===== config.mk =====
export PLATFORM = sky130hd
export DESIGN_NAME = sci_top
export DESIGN_NICKNAME = d
export VERILOG_FILES = /design/src/sci_pkg.sv /design/src/sci_top.sv
export SDC_FILE = /design/constraint.sdc
export NUM_CORES = 1
export LEC_CHECK = 0
export BUFFER_PORTS_ARGS = -buffer_cell sky130_fd_sc_hd__buf_2
export CORE_UTILIZATION = 40
export DETAILED_ROUTE_END_ITERATION = 10
export GPL_ROUTABILITY_DRIVEN = 0
export PLACE_DENSITY_LB_ADDON = 0.1
export SLEW_MARGIN = 20
export SYNTH_ARGS = -nofsm -noshare
export SYNTH_HDL_FRONTEND = slang
export SYNTH_SLANG_ARGS = --single-unit

===== constraint.sdc =====
create_clock -name core_clk -period 3.45 [get_ports core_clk]
set_clock_uncertainty 0.15 [all_clocks]
set_input_delay 0.345 -clock core_clk [delete_from_list [all_inputs] [get_ports core_clk]]
set_output_delay 0.345 -clock core_clk [all_outputs]
set_load 0.01 [all_outputs]

===== src/sci_pkg.sv =====
/*
 * Constants for the system-control event and configuration block.
 * Assumes an AXI4-Lite master with 32-bit data and one clock domain.
 */
package sci_pkg;
    // ------------------------------------------------------------
    // Register map
    // ------------------------------------------------------------
    localparam logic [7:0] RAW_STATUS_ADDR    = 8'h00;
    localparam logic [7:0] MASKED_STATUS_ADDR = 8'h04;
    localparam logic [7:0] ENABLE_ADDR        = 8'h08;
    localparam logic [7:0] CLEAR_ADDR         = 8'h0c;
    localparam logic [7:0] GPIO_SELECT_ADDR   = 8'h10;
    localparam logic [7:0] DEEP_SLEEP_LDO_ADDR = 8'h14;
    localparam logic [7:0] SLEEP_LDO_ADDR     = 8'h18;
    // ------------------------------------------------------------
    // Field layout and reset values
    // ------------------------------------------------------------
    localparam int         NUM_EVENTS   = 8;
    localparam int         NUM_PORTS    = 9;
    localparam int         LDO_WIDTH    = 3;
    localparam int         BROWNOUT_ZERO_BIT   = 0;
    localparam int         BROWNOUT_ONE_BIT    = 1;
    localparam int         GENERIC_BROWNOUT_BIT = 2;
    localparam int         ANALOG_SUPPLY_GOOD_BIT = 3;
    localparam int         MAIN_OSC_POWERED_BIT = 4;
    localparam int         USB_PLL_LOCKED_BIT  = 5;
    localparam int         MAIN_PLL_LOCKED_BIT = 6;
    localparam int         MAIN_OSC_FAILURE_BIT = 7;
    localparam logic [7:0] ENABLE_RESET = 8'h00;
    localparam logic [8:0] GPIO_SELECT_RESET = 9'h000;
    localparam logic [2:0] REGULATOR_SETTING_LOWEST  = 3'h0;
    localparam logic [2:0] REGULATOR_SETTING_HIGHEST = 3'h6;
    localparam logic [2:0] LDO_RESET    = 3'h6;
    localparam logic [1:0] RESP_OKAY    = 2'h0;
    localparam logic [1:0] RESP_SLVERR  = 2'h2;
endpackage : sci_pkg


===== src/sci_top.sv =====
/*
 * System-control event status, enable mask, interrupt, GPIO bus
 * selection and regulator fields behind an AXI4-Lite slave.
 * Assumes event inputs are asynchronous level pulses from detectors.
 */
// Our own choices: the AXI4-Lite register port and the placing of the registers.
`timescale 1ns/1ps
module sci_top #(
    parameter bit HOSTBUS_ONLY = 1'b0
) (
    input  wire logic                             core_clk,
    input  wire logic                             reset_n,
    input  wire logic [sci_pkg::NUM_EVENTS-1:0]   event_in,
    output logic                                  sysctl_irq,
    output logic      [sci_pkg::NUM_PORTS-1:0]    gpio_hostbus_sel,
    output logic      [sci_pkg::LDO_WIDTH-1:0]    deep_sleep_ldo,
    output logic      [sci_pkg::LDO_WIDTH-1:0]    sleep_ldo,
    input  wire logic [7:0]                       s_axi_awaddr,
    input  wire logic                             s_axi_awvalid,
    output logic                                  s_axi_awready,
    input  wire logic [31:0]                      s_axi_wdata,
    input  wire logic [3:0]                       s_axi_wstrb,
    input  wire logic                             s_axi_wvalid,
    output logic                                  s_axi_wready,
    output logic      [1:0]                       s_axi_bresp,
    output logic                                  s_axi_bvalid,
    input  wire logic                             s_axi_bready,
    input  wire logic [7:0]                       s_axi_araddr,
    input  wire logic                             s_axi_arvalid,
    output logic                                  s_axi_arready,
    output logic      [31:0]                      s_axi_rdata,
    output logic      [1:0]                       s_axi_rresp,
    output logic                                  s_axi_rvalid,
    input  wire logic                             s_axi_rready
);
    import sci_pkg::*;

    logic [NUM_EVENTS-1:0] sync_a;
    logic [NUM_EVENTS-1:0] sync_b;
    logic [NUM_EVENTS-1:0] sync_prev;
    logic [NUM_EVENTS-1:0] event_rise;
    logic [NUM_EVENTS-1:0] raw_status;
    logic [NUM_EVENTS-1:0] enable;
    logic [NUM_EVENTS-1:0] clear_pulse;
    logic [7:0]            aw_addr;
    logic                  aw_held;
    logic [31:0]           w_data;
    logic                  w_held;
    logic                  do_write;
    logic                  wr_hit;
    logic                  rd_hit;
    logic [31:0]           next_rdata;

    // ------------------------------------------------------------
    // Event capture
    // ------------------------------------------------------------
    // Detectors sit in other domains, so each event passes two flops.
    always_ff @(posedge core_clk or negedge reset_n)
    begin
        if (!reset_n)
        begin
            sync_a    <= '0;
            sync_b    <= '0;
            sync_prev <= '0;
        end
        else
        begin
            sync_a    <= event_in;
            sync_b    <= sync_a;
            sync_prev <= sync_b;
        end
    end

    assign event_rise = sync_b & ~sync_prev;

    // ------------------------------------------------------------
    // Status, clear and enable
    // ------------------------------------------------------------
    assign do_write = aw_held && w_held && !s_axi_bvalid;
    // The clear acts at the write handshake; any lag is in the master's buffering.
    assign clear_pulse = (do_write && aw_addr == CLEAR_ADDR)
                       ? w_data[NUM_EVENTS-1:0] : '0;

    genvar gi;
    generate
        for (gi = 0; gi < NUM_EVENTS; gi++)
        begin : g_status
            always_ff @(posedge core_clk or negedge reset_n)
            begin
                if (!reset_n)
                    raw_status[gi] <= 1'b0;
                else if (event_rise[gi])
                    raw_status[gi] <= 1'b1;
                else if (clear_pulse[gi])
                    raw_status[gi] <= 1'b0;
            end
        end
    endgenerate

    always_ff @(posedge core_clk or negedge reset_n)
    begin
        if (!reset_n)
            enable <= ENABLE_RESET;
        else if (do_write && aw_addr == ENABLE_ADDR)
            enable <= w_data[NUM_EVENTS-1:0];
    end

    // Registered so the output is glitch free; it lags status by one cycle.
    always_ff @(posedge core_clk or negedge reset_n)
    begin
        if (!reset_n)
            sysctl_irq <= 1'b0;
        else
            sysctl_irq <= |(raw_status & enable);
    end

    // ------------------------------------------------------------
    // Configuration fields
    // ------------------------------------------------------------
    always_ff @(posedge core_clk or negedge reset_n)
    begin
        if (!reset_n)
            gpio_hostbus_sel <= HOSTBUS_ONLY ? '1 : GPIO_SELECT_RESET;
        else if (!HOSTBUS_ONLY && do_write && aw_addr == GPIO_SELECT_ADDR)
            gpio_hostbus_sel <= w_data[NUM_PORTS-1:0];
    end

    // Illegal settings above the highest are refused so the field stays legal.
    always_ff @(posedge core_clk or negedge reset_n)
    begin
        if (!reset_n)
        begin
            deep_sleep_ldo <= LDO_RESET;
            sleep_ldo      <= LDO_RESET;
        end
        else if (do_write && w_data[LDO_WIDTH-1:0] <= REGULATOR_SETTING_HIGHEST)
        begin
            if (aw_addr == DEEP_SLEEP_LDO_ADDR)
                deep_sleep_ldo <= w_data[LDO_WIDTH-1:0];
            if (aw_addr == SLEEP_LDO_ADDR)
                sleep_ldo <= w_data[LDO_WIDTH-1:0];
        end
    end

    // ------------------------------------------------------------
    // AXI4-Lite write channel
    // ------------------------------------------------------------
    assign wr_hit = (aw_addr == ENABLE_ADDR) || (aw_addr == CLEAR_ADDR)
                 || (aw_addr == GPIO_SELECT_ADDR) || (aw_addr == DEEP_SLEEP_LDO_ADDR)
                 || (aw_addr == SLEEP_LDO_ADDR);

    always_ff @(posedge core_clk or negedge reset_n)
    begin
        if (!reset_n)
        begin
            aw_held       <= 1'b0;
            w_held        <= 1'b0;
            aw_addr       <= 8'h00;
            w_data        <= 32'h0000_0000;
            s_axi_awready <= 1'b0;
            s_axi_wready  <= 1'b0;
            s_axi_bvalid  <= 1'b0;
            s_axi_bresp   <= RESP_OKAY;
        end
        else
        begin
            s_axi_awready <= 1'b0;
            s_axi_wready  <= 1'b0;
            if (s_axi_awvalid && !aw_held && !s_axi_awready)
            begin
                aw_held       <= 1'b1;
                aw_addr       <= s_axi_awaddr;
                s_axi_awready <= 1'b1;
            end
            if (s_axi_wvalid && !w_held && !s_axi_wready)
            begin
                w_held       <= 1'b1;
                w_data       <= s_axi_wdata;
                s_axi_wready <= 1'b1;
            end
            if (do_write)
            begin
                s_axi_bvalid <= 1'b1;
                s_axi_bresp  <= wr_hit ? RESP_OKAY : RESP_SLVERR;
            end
            if (s_axi_bvalid && s_axi_bready)
            begin
                s_axi_bvalid <= 1'b0;
                aw_held      <= 1'b0;
                w_held       <= 1'b0;
            end
        end
    end

    // ------------------------------------------------------------
    // AXI4-Lite read channel
    // ------------------------------------------------------------
    always_comb
    begin
        next_rdata = 32'h0000_0000;
        rd_hit     = 1'b1;
        unique case (s_axi_araddr)
            RAW_STATUS_ADDR:     next_rdata[NUM_EVENTS-1:0] = raw_status;
            MASKED_STATUS_ADDR:  next_rdata[NUM_EVENTS-1:0] = raw_status & enable;
            ENABLE_ADDR:         next_rdata[NUM_EVENTS-1:0] = enable;
            CLEAR_ADDR:          next_rdata = 32'h0000_0000;
            GPIO_SELECT_ADDR:    next_rdata[NUM_PORTS-1:0] = gpio_hostbus_sel;
            DEEP_SLEEP_LDO_ADDR: next_rdata[LDO_WIDTH-1:0] = deep_sleep_ldo;
            SLEEP_LDO_ADDR:      next_rdata[LDO_WIDTH-1:0] = sleep_ldo;
            default:             rd_hit = 1'b0;
        endcase
    end

    always_ff @(posedge core_clk or negedge reset_n)
    begin
        if (!reset_n)
        begin
            s_axi_arready <= 1'b0;
            s_axi_rvalid  <= 1'b0;
            s_axi_rdata   <= 32'h0000_0000;
            s_axi_rresp   <= RESP_OKAY;
        end
        else
        begin
            s_axi_arready <= 1'b0;
            if (s_axi_arvalid && !s_axi_rvalid && !s_axi_arready)
            begin
                s_axi_arready <= 1'b1;
                s_axi_rvalid  <= 1'b1;
                s_axi_rdata   <= next_rdata;
                s_axi_rresp   <= rd_hit ? RESP_OKAY : RESP_SLVERR;
            end
            else if (s_axi_rvalid && s_axi_rready)
                s_axi_rvalid <= 1'b0;
        end
    end
endmodule : sci_top


==> results by group, run 1 <==
Clock tree
  – Hold-fix buffers at CTS: 10
  – Htree depth: 3
  – PostCTS Resize Cnt: 0
  – Root Driver: clkbuf_8
  – Setup Buffers After CTS: 0
  – Sink Count: just over 90
  – Clk slew on worst S/H paths: approximately 100 ps
  – Number of buffers created by CTS: 9
  – Clock Latency Late Sink: 360 ps
  – CTS tree: done
  – Clock Path Buffers: 2

Placement
  – Pre-CTS WS: approximately 890 ps
  – Port Buf Inserts: a little over 70
  – Dpl hpwl: 5.11 mm
  – Placed cell count: a little under 500
  – DP Area: about 0.0042 mm²

Setup path
  – CP Data Arrival Time: between 2000 and 3000 ps
  – End of the worst register-to-register path: gpio_hostbus_sel[5]
  – Critical path class: reg2reg
  – CP Launch Type: register
  – Worst setup path endpoint: gpio_hostbus_sel[5]
  – Crit path launch: aw_addr[0]
  – Type of destination of the critical path: register
  – Worst path required time: about 3500 ps
  – R2r worst-path depth: 4
  – Crit-path max FO: 12
  – Register-to-register setup slack: between 800 and 900 ps
  – Launch point of the worst reg-to-reg path: aw_addr[0]

Hold path
  – Hold Crit Class: in2reg

Timing
  – RSZ-0062 raised after global routing: false
  – Final Hold Violating Endpoints: 0
  – Tcrit/Tclk final: 0.748
  – Setup violations, final: 0
  – Fmax: between 0.3 and 0.4 GHz
  – Worst Tran Pin Value: roughly 890 ps
  – Tmin final: ~2600 ps
  – Slew HR: 0.404
  – Fin worst setup slack: about 870 ps
  – Total Neg Setup Slack: 0 ps
  – Slew Viols, Final: 0

Synthesis
  – Largest family of logic cells by synthesized area: multiplexers
  – Cell Area, Synth: ~0.0038 mm²
  – Synth Area in Compound Gates: 0.0982
  – Distinct cells, synth: between 40 and 50
  – Syn Area/Cell: about 13 µm²
  – Largest area contributor in the netlist: dfrtp_1
  – Mux contribution to synthesized area: 0.132
  – Post-synthesis adder-cell area fraction: 0.00262
  – Number of synthesized register bits: ~90
  – Sequential-to-total area share from yosys stat: 0.597
  – Simple-Gate Fraction of Synth Area: 0.0906
  – Share of the synthesized area in the top cell type: 0.569
  – Synth top area cells: dfrtp_1 (57%), mux2_2 (11%), buf_4 (4.9%)
  – Primary FF master, synth: dfrtp_1
  – Syn. warnings: 0
  – Syn Inst Count: between 300 and 400
  – Post-Synth XOR/XNOR Area: 0
  – Post-synthesis async set-or-reset flop share: 1.00
  – Post-synth EDFFs: 0

Layout
  – Post-route cell area: approximately 0.0045 mm²
  – Cell Count, Final, Fillers Out: around 520
  – Diode count: 0
  – Leading cell type in the layout, fill and taps excluded: dfrtp_1
  – Fill cell count: 864
  – Most frequent cells in the layout: dfrtp_1 (87), buf_2 (70), mux2_2 (37), conb_1 (25), o21ai_0 (24)
  – Share of cells above drive strength 1: 0.374
  – Synth-to-layout area growth: 17.7%
  – Final #Nets: 452

Power and ir drop
  – Worst vdd ir: 0.000303 V
  – Static Leak: around 2.1 nW
  – PD cells: roughly 630 mW/mm²
  – Final Power: approximately 0.0029 W

Floorplanning
  – Io pins: about 120
  – Starting Density: 0.414
  – Die Area: approximately 0.010 mm²
  – Die height: 99.8 µm
  – Core Region: approximately 0.0092 mm²
  – # rows: 35
  – Die span in x: approximately 100 µm

Global route
  – Aggregate global routing overflow: 0
  – First-pass GRT wire length: around 12 mm
  – Largest net degree at the start of global routing: between 70 and 80
  – Antenna violations before repair: 0
  – Total track usage: 0.155
  – Vias in the first global route: ~2,300

Status
  – Status: finished clean

Detailed routing
  – DR WL/cell: 13.9 µm
  – Via count: around 2,500
  – # DRC: 0
  – DRT Wirelength: between 7 and 8 mm
  – Routed Antenna Nets: 0
  – Via/cell ratio: 4.76
  – DR iter-0 viols: 73
  – Initial DRT Pass Iterations: 4

Job
  – Number of max-cap violations: 0
-- state kept, by name, indices dropped and copies added (netlist names) --
| signal | count |
|---|---|
| s_axi_bresp | 1 |
| enable | 8 |
| sync_a | 8 |
| sysctl_irq | 1 |
| s_axi_awready | 1 |
| w_held | 1 |
| s_axi_rvalid | 1 |
| w_data | 9 |
| deep_sleep_ldo | 3 |
| gpio_hostbus_sel | 9 |
| aw_addr | 8 |
| s_axi_rresp | 1 |
| raw_status | 8 |
| aw_held | 1 |
| s_axi_bvalid | 1 |
| sync_b | 8 |
| s_axi_wready | 1 |
| s_axi_rdata | 9 |
| sync_prev | 8 |
| s_axi_arready | 1 |
| sleep_ldo | 3 |
-- metal layers --
| metal | GRT usage | wire length, µm | vias to the layer above |
|---|---|---|---|
| met5 | 0 | 0 | - |
| met4 | 0.0543 | 93 | 0 |
| met3 | 0.0460 | 290 | 11 |
| met2 | 0.234 | 3250 | 70 |
| met1 | 0.215 | 3560 | 1192 |
| li1 | - | - | 1196 |
-- worst max-delay path: stages, from the launching register on --
cell and delay, ps:
dfrtp_1 390, or4_4 540, or3_4 410, or3_1 600, mux2_2 360
-- stage by stage --
| step | util | hold WS [ps] |
|---|---|---|
| 3_3_place_gp | 0.456 | 183 |
| 5_1_grt | 0.487 | 18.6 |
| 2_1_floorplan | - | -101 |
| 4_1_cts | 0.487 | 11.6 |
| 3_5_place_dp | 0.456 | 185 |
| 6_report | 0.487 | 33.6 |
-- Yosys cell counts (all sizes together), types with 2 or more instances --
library cell,instances
dfrtp,87
mux2,40
buf,28
o21ai,24
inv,14
nand3,14
clkbuf,11
or3,8
a22oi,7
nand2,7
a21oi,6
o211ai,5
a32oi,4
dfstp,4
nor2b,4
or2,4
a31oi,3
nand2b,3
nor3b,3
a211oi,2
a21o,2
a311oi,2
mux2i,2
nand3b,2
nor4,2
or3b,2
or4,2
-- cell families after synthesis --
family,Yosys count
DFF,91
AOI/OAI and AO/OA,59
and+or+nand+nor,56
buffers and inverters,53
muxes,43
adders and majority gates,1
other,1
-- worst min path at each step --
stage | startpoint | depth (start not counted) | to
after global routing | s_axi_bready | 2 | aw_held
after global placement | sync_a[7] | 0 | sync_b[7]
final | s_axi_bready | 2 | aw_held
after CTS | s_axi_bready | 2 | aw_held
after floorplan | reset_n | 0 | aw_addr[0]
after detailed placement | sync_a[3] | 0 | sync_b[3]
-- cell type report --
type,instances,area (µm²),area share
Clock inverter,7,62.6,0.0139
Sequential cell,91,2280,0.507
Clock buffer,9,124,0.0275
Tap cell,129,161,0.0359
Multi-Input combinational cell,184,1330,0.296
Timing Repair Buffer,85,488,0.108
Inverter,14,52.6,0.0117
-- power by group --
part           switching, W  leakage, nW  internal, W
registers          0.000235         1.10      0.00131
clock network      0.000402       0.0936     0.000280
logic              0.000282        0.926     0.000340
Note: power is estimated with default switching activity, not from simulation.
==> run 2: changes to the inputs <==
==> constraint.sdc (replaced) <==
create_clock -name core_clk -period 2.3 [get_ports core_clk]
set_clock_uncertainty 0.15 [all_clocks]
set_input_delay 0.23 -clock core_clk [delete_from_list [all_inputs] [get_ports core_clk]]
set_output_delay 0.23 -clock core_clk [all_outputs]
set_load 0.01 [all_outputs]
==> results by group, run 2 (synthesis results as in run 1) <==
Hold path
  – Hold_sp: s_axi_wvalid
  – Hold Crit Class: in2reg

Power and ir drop
  – Worst vdd ir: roughly 0.00041 V
  – PD cells: 949 mW/mm²
  – Final Power: approximately 0.0045 W
  – Static Leak: 2.23 nW

Timing
  – Fmax: around 0.42 GHz
  – Final Hold Violating Endpoints: 0
  – Setup violations, final: 11
  – Fin worst setup slack: -56.7 ps
  – Total Neg Setup Slack: -199 ps
  – RSZ-0062 raised after global routing: true
  – Slew Viols, Final: 0
  – Tcrit/Tclk final: 1.02
  – Tmin final: roughly 2400 ps

Setup path
  – Register-to-register setup slack: -60 ps
  – CP Launch Type: register
  – Launch point of the worst reg-to-reg path: aw_addr[0]
  – End of the worst register-to-register path: sleep_ldo[0]
  – Crit path launch: aw_addr[0]
  – Worst path required time: 2380 ps
  – R2r worst-path depth: 4
  – Crit-path max FO: 5
  – Critical path class: reg2reg
  – Worst setup path endpoint: sleep_ldo[0]
  – Type of destination of the critical path: register
  – CP Data Arrival Time: 2440 ps

Placement
  – Dpl hpwl: 5.22 mm
  – Port Buf Inserts: 71
  – DP Area: between 0.004 and 0.005 mm²

Detailed routing
  – DR iter-0 viols: 87
  – Initial DRT Pass Iterations: 4
  – # DRC: 0
  – Via/cell ratio: about 4.8
  – Routed Antenna Nets: 0
  – DRT Wirelength: ~7.5 mm
  – Via count: around 2,600
  – DR WL/cell: around 14 µm

Clock tree
  – Sink Count: 91
  – CTS tree: done
  – Clock Path Buffers: 2
  – Root Driver: clkbuf_8
  – Number of buffers created by CTS: 9
  – Htree depth: 3
  – Clock Latency Late Sink: about 340 ps
  – Clk slew on worst S/H paths: roughly 90 ps

Layout
  – Most frequent cells in the layout: dfrtp_1 (87), buf_2 (70), mux2_2 (37), dlygate4sd3_1 (28), conb_1 (25)
  – Post-route cell area: 0.00476 mm²
  – Final #Nets: roughly 470
  – Leading cell type in the layout, fill and taps excluded: dfrtp_1
  – Largest regs: gpio_hostbus_sel: 9 flops, s_axi_rdata: 9 flops, w_data: 9 flops
  – Diode count: 0
  – Core Util, Final: 0.515
  – Synth-to-layout area growth: 24.4%
  – Share of cells above drive strength 1: 0.360

Floorplanning
  – Die height: around 100 µm
  – Starting Density: 0.414
  – Die Area: approximately 0.010 mm²
  – Io pins: between 100 and 150
  – # rows: 35
  – Core Region: 0.00924 mm²
  – Die span in x: between 90 and 100 µm

Global route
  – Antenna violations before repair: 0
  – Vias in the first global route: between 2,000 and 2,500
  – Total track usage: 0.160
  – Largest net degree at the start of global routing: slightly below 60
  – Aggregate global routing overflow: 0
  – First-pass GRT wire length: approximately 12 mm

Job
  – Number of max-cap violations: 0

Status
  – Status: complete, but fails checks
  – Violations in the final reports: setup timing
run 2: cell types whose count changed in the layout (fill, tap and decap cells not counted), sizes merged:
cell,change
buf,+3
bufinv,+2
clkbuf,+3
clkinv,+2
clkinvlp,-1
dlygate4sd3,+18
inv,-6
run 2: worst min-delay path by stage:
stage,to,slack (ps),cells after the start
after floorplan,aw_addr[0],-220,0
after global placement,s_axi_rvalid,60,1
after detailed placement,s_axi_rvalid,60,1
after CTS,w_held,10,3
after global routing,w_held,50,3
final,w_held,20,3
run 2: repair_timing:
| action | 4_1_cts | 5_1_grt |
|---|---|---|
| pin swaps | 2 | 2 |
| resized for setup | 2 | 1 |
| gates cloned | 0 | 0 |
| buffers inserted | 0 | 0 |
| endpoints found under the hold margin | 58 | 0 |
| hold buffers | 28 | 0 |
| endpoints found under the setup margin | 23 | 23 |
run 2: area by class of cell:
cell class | count | area (µm²)
Tap cell | 129 | 161
Clock buffer | 12 | 145
Fill cell | 816 | 4480
Clock inverter | 4 | 73.8
Timing Repair Buffer | 106 | 703
Inverter | 14 | 52.6
Sequential cell | 91 | 2280
Multi-Input combinational cell | 184 | 1340
run 2: critical path: stages (launching register included):
cell and delay (ps):
dfrtp_1 390, or4_4 540, or3_4 380, or4_4 480, mux2_4 310
run 2: per-layer routing:
metal	track usage	part of all wire	vias to the layer above
met4	0.0611	0.0091	0
met2	0.249	0.46	86
met5	0	0	-
met1	0.222	0.48	1244
li1	-	-	1236
met3	0.0286	0.053	6
run 2: power by group:
part           internal, W  total (W)  switching [W]
Clock             0.000644    0.00119       0.000543
Combinational     0.000555    0.00100       0.000446
Sequential         0.00197    0.00232       0.000354
Total              0.00317    0.00451        0.00134
run 2: through the flow:
step           hold WS [ps]  cells  setup WS [ps]
2_1_floorplan          -216    328          -78.2
3_3_place_gp           60.9    497           -126
3_5_place_dp           60.1    497           -158
4_1_cts                13.1    541          -70.3
5_1_grt                49.9    540           -110
6_report               18.0    540          -56.7
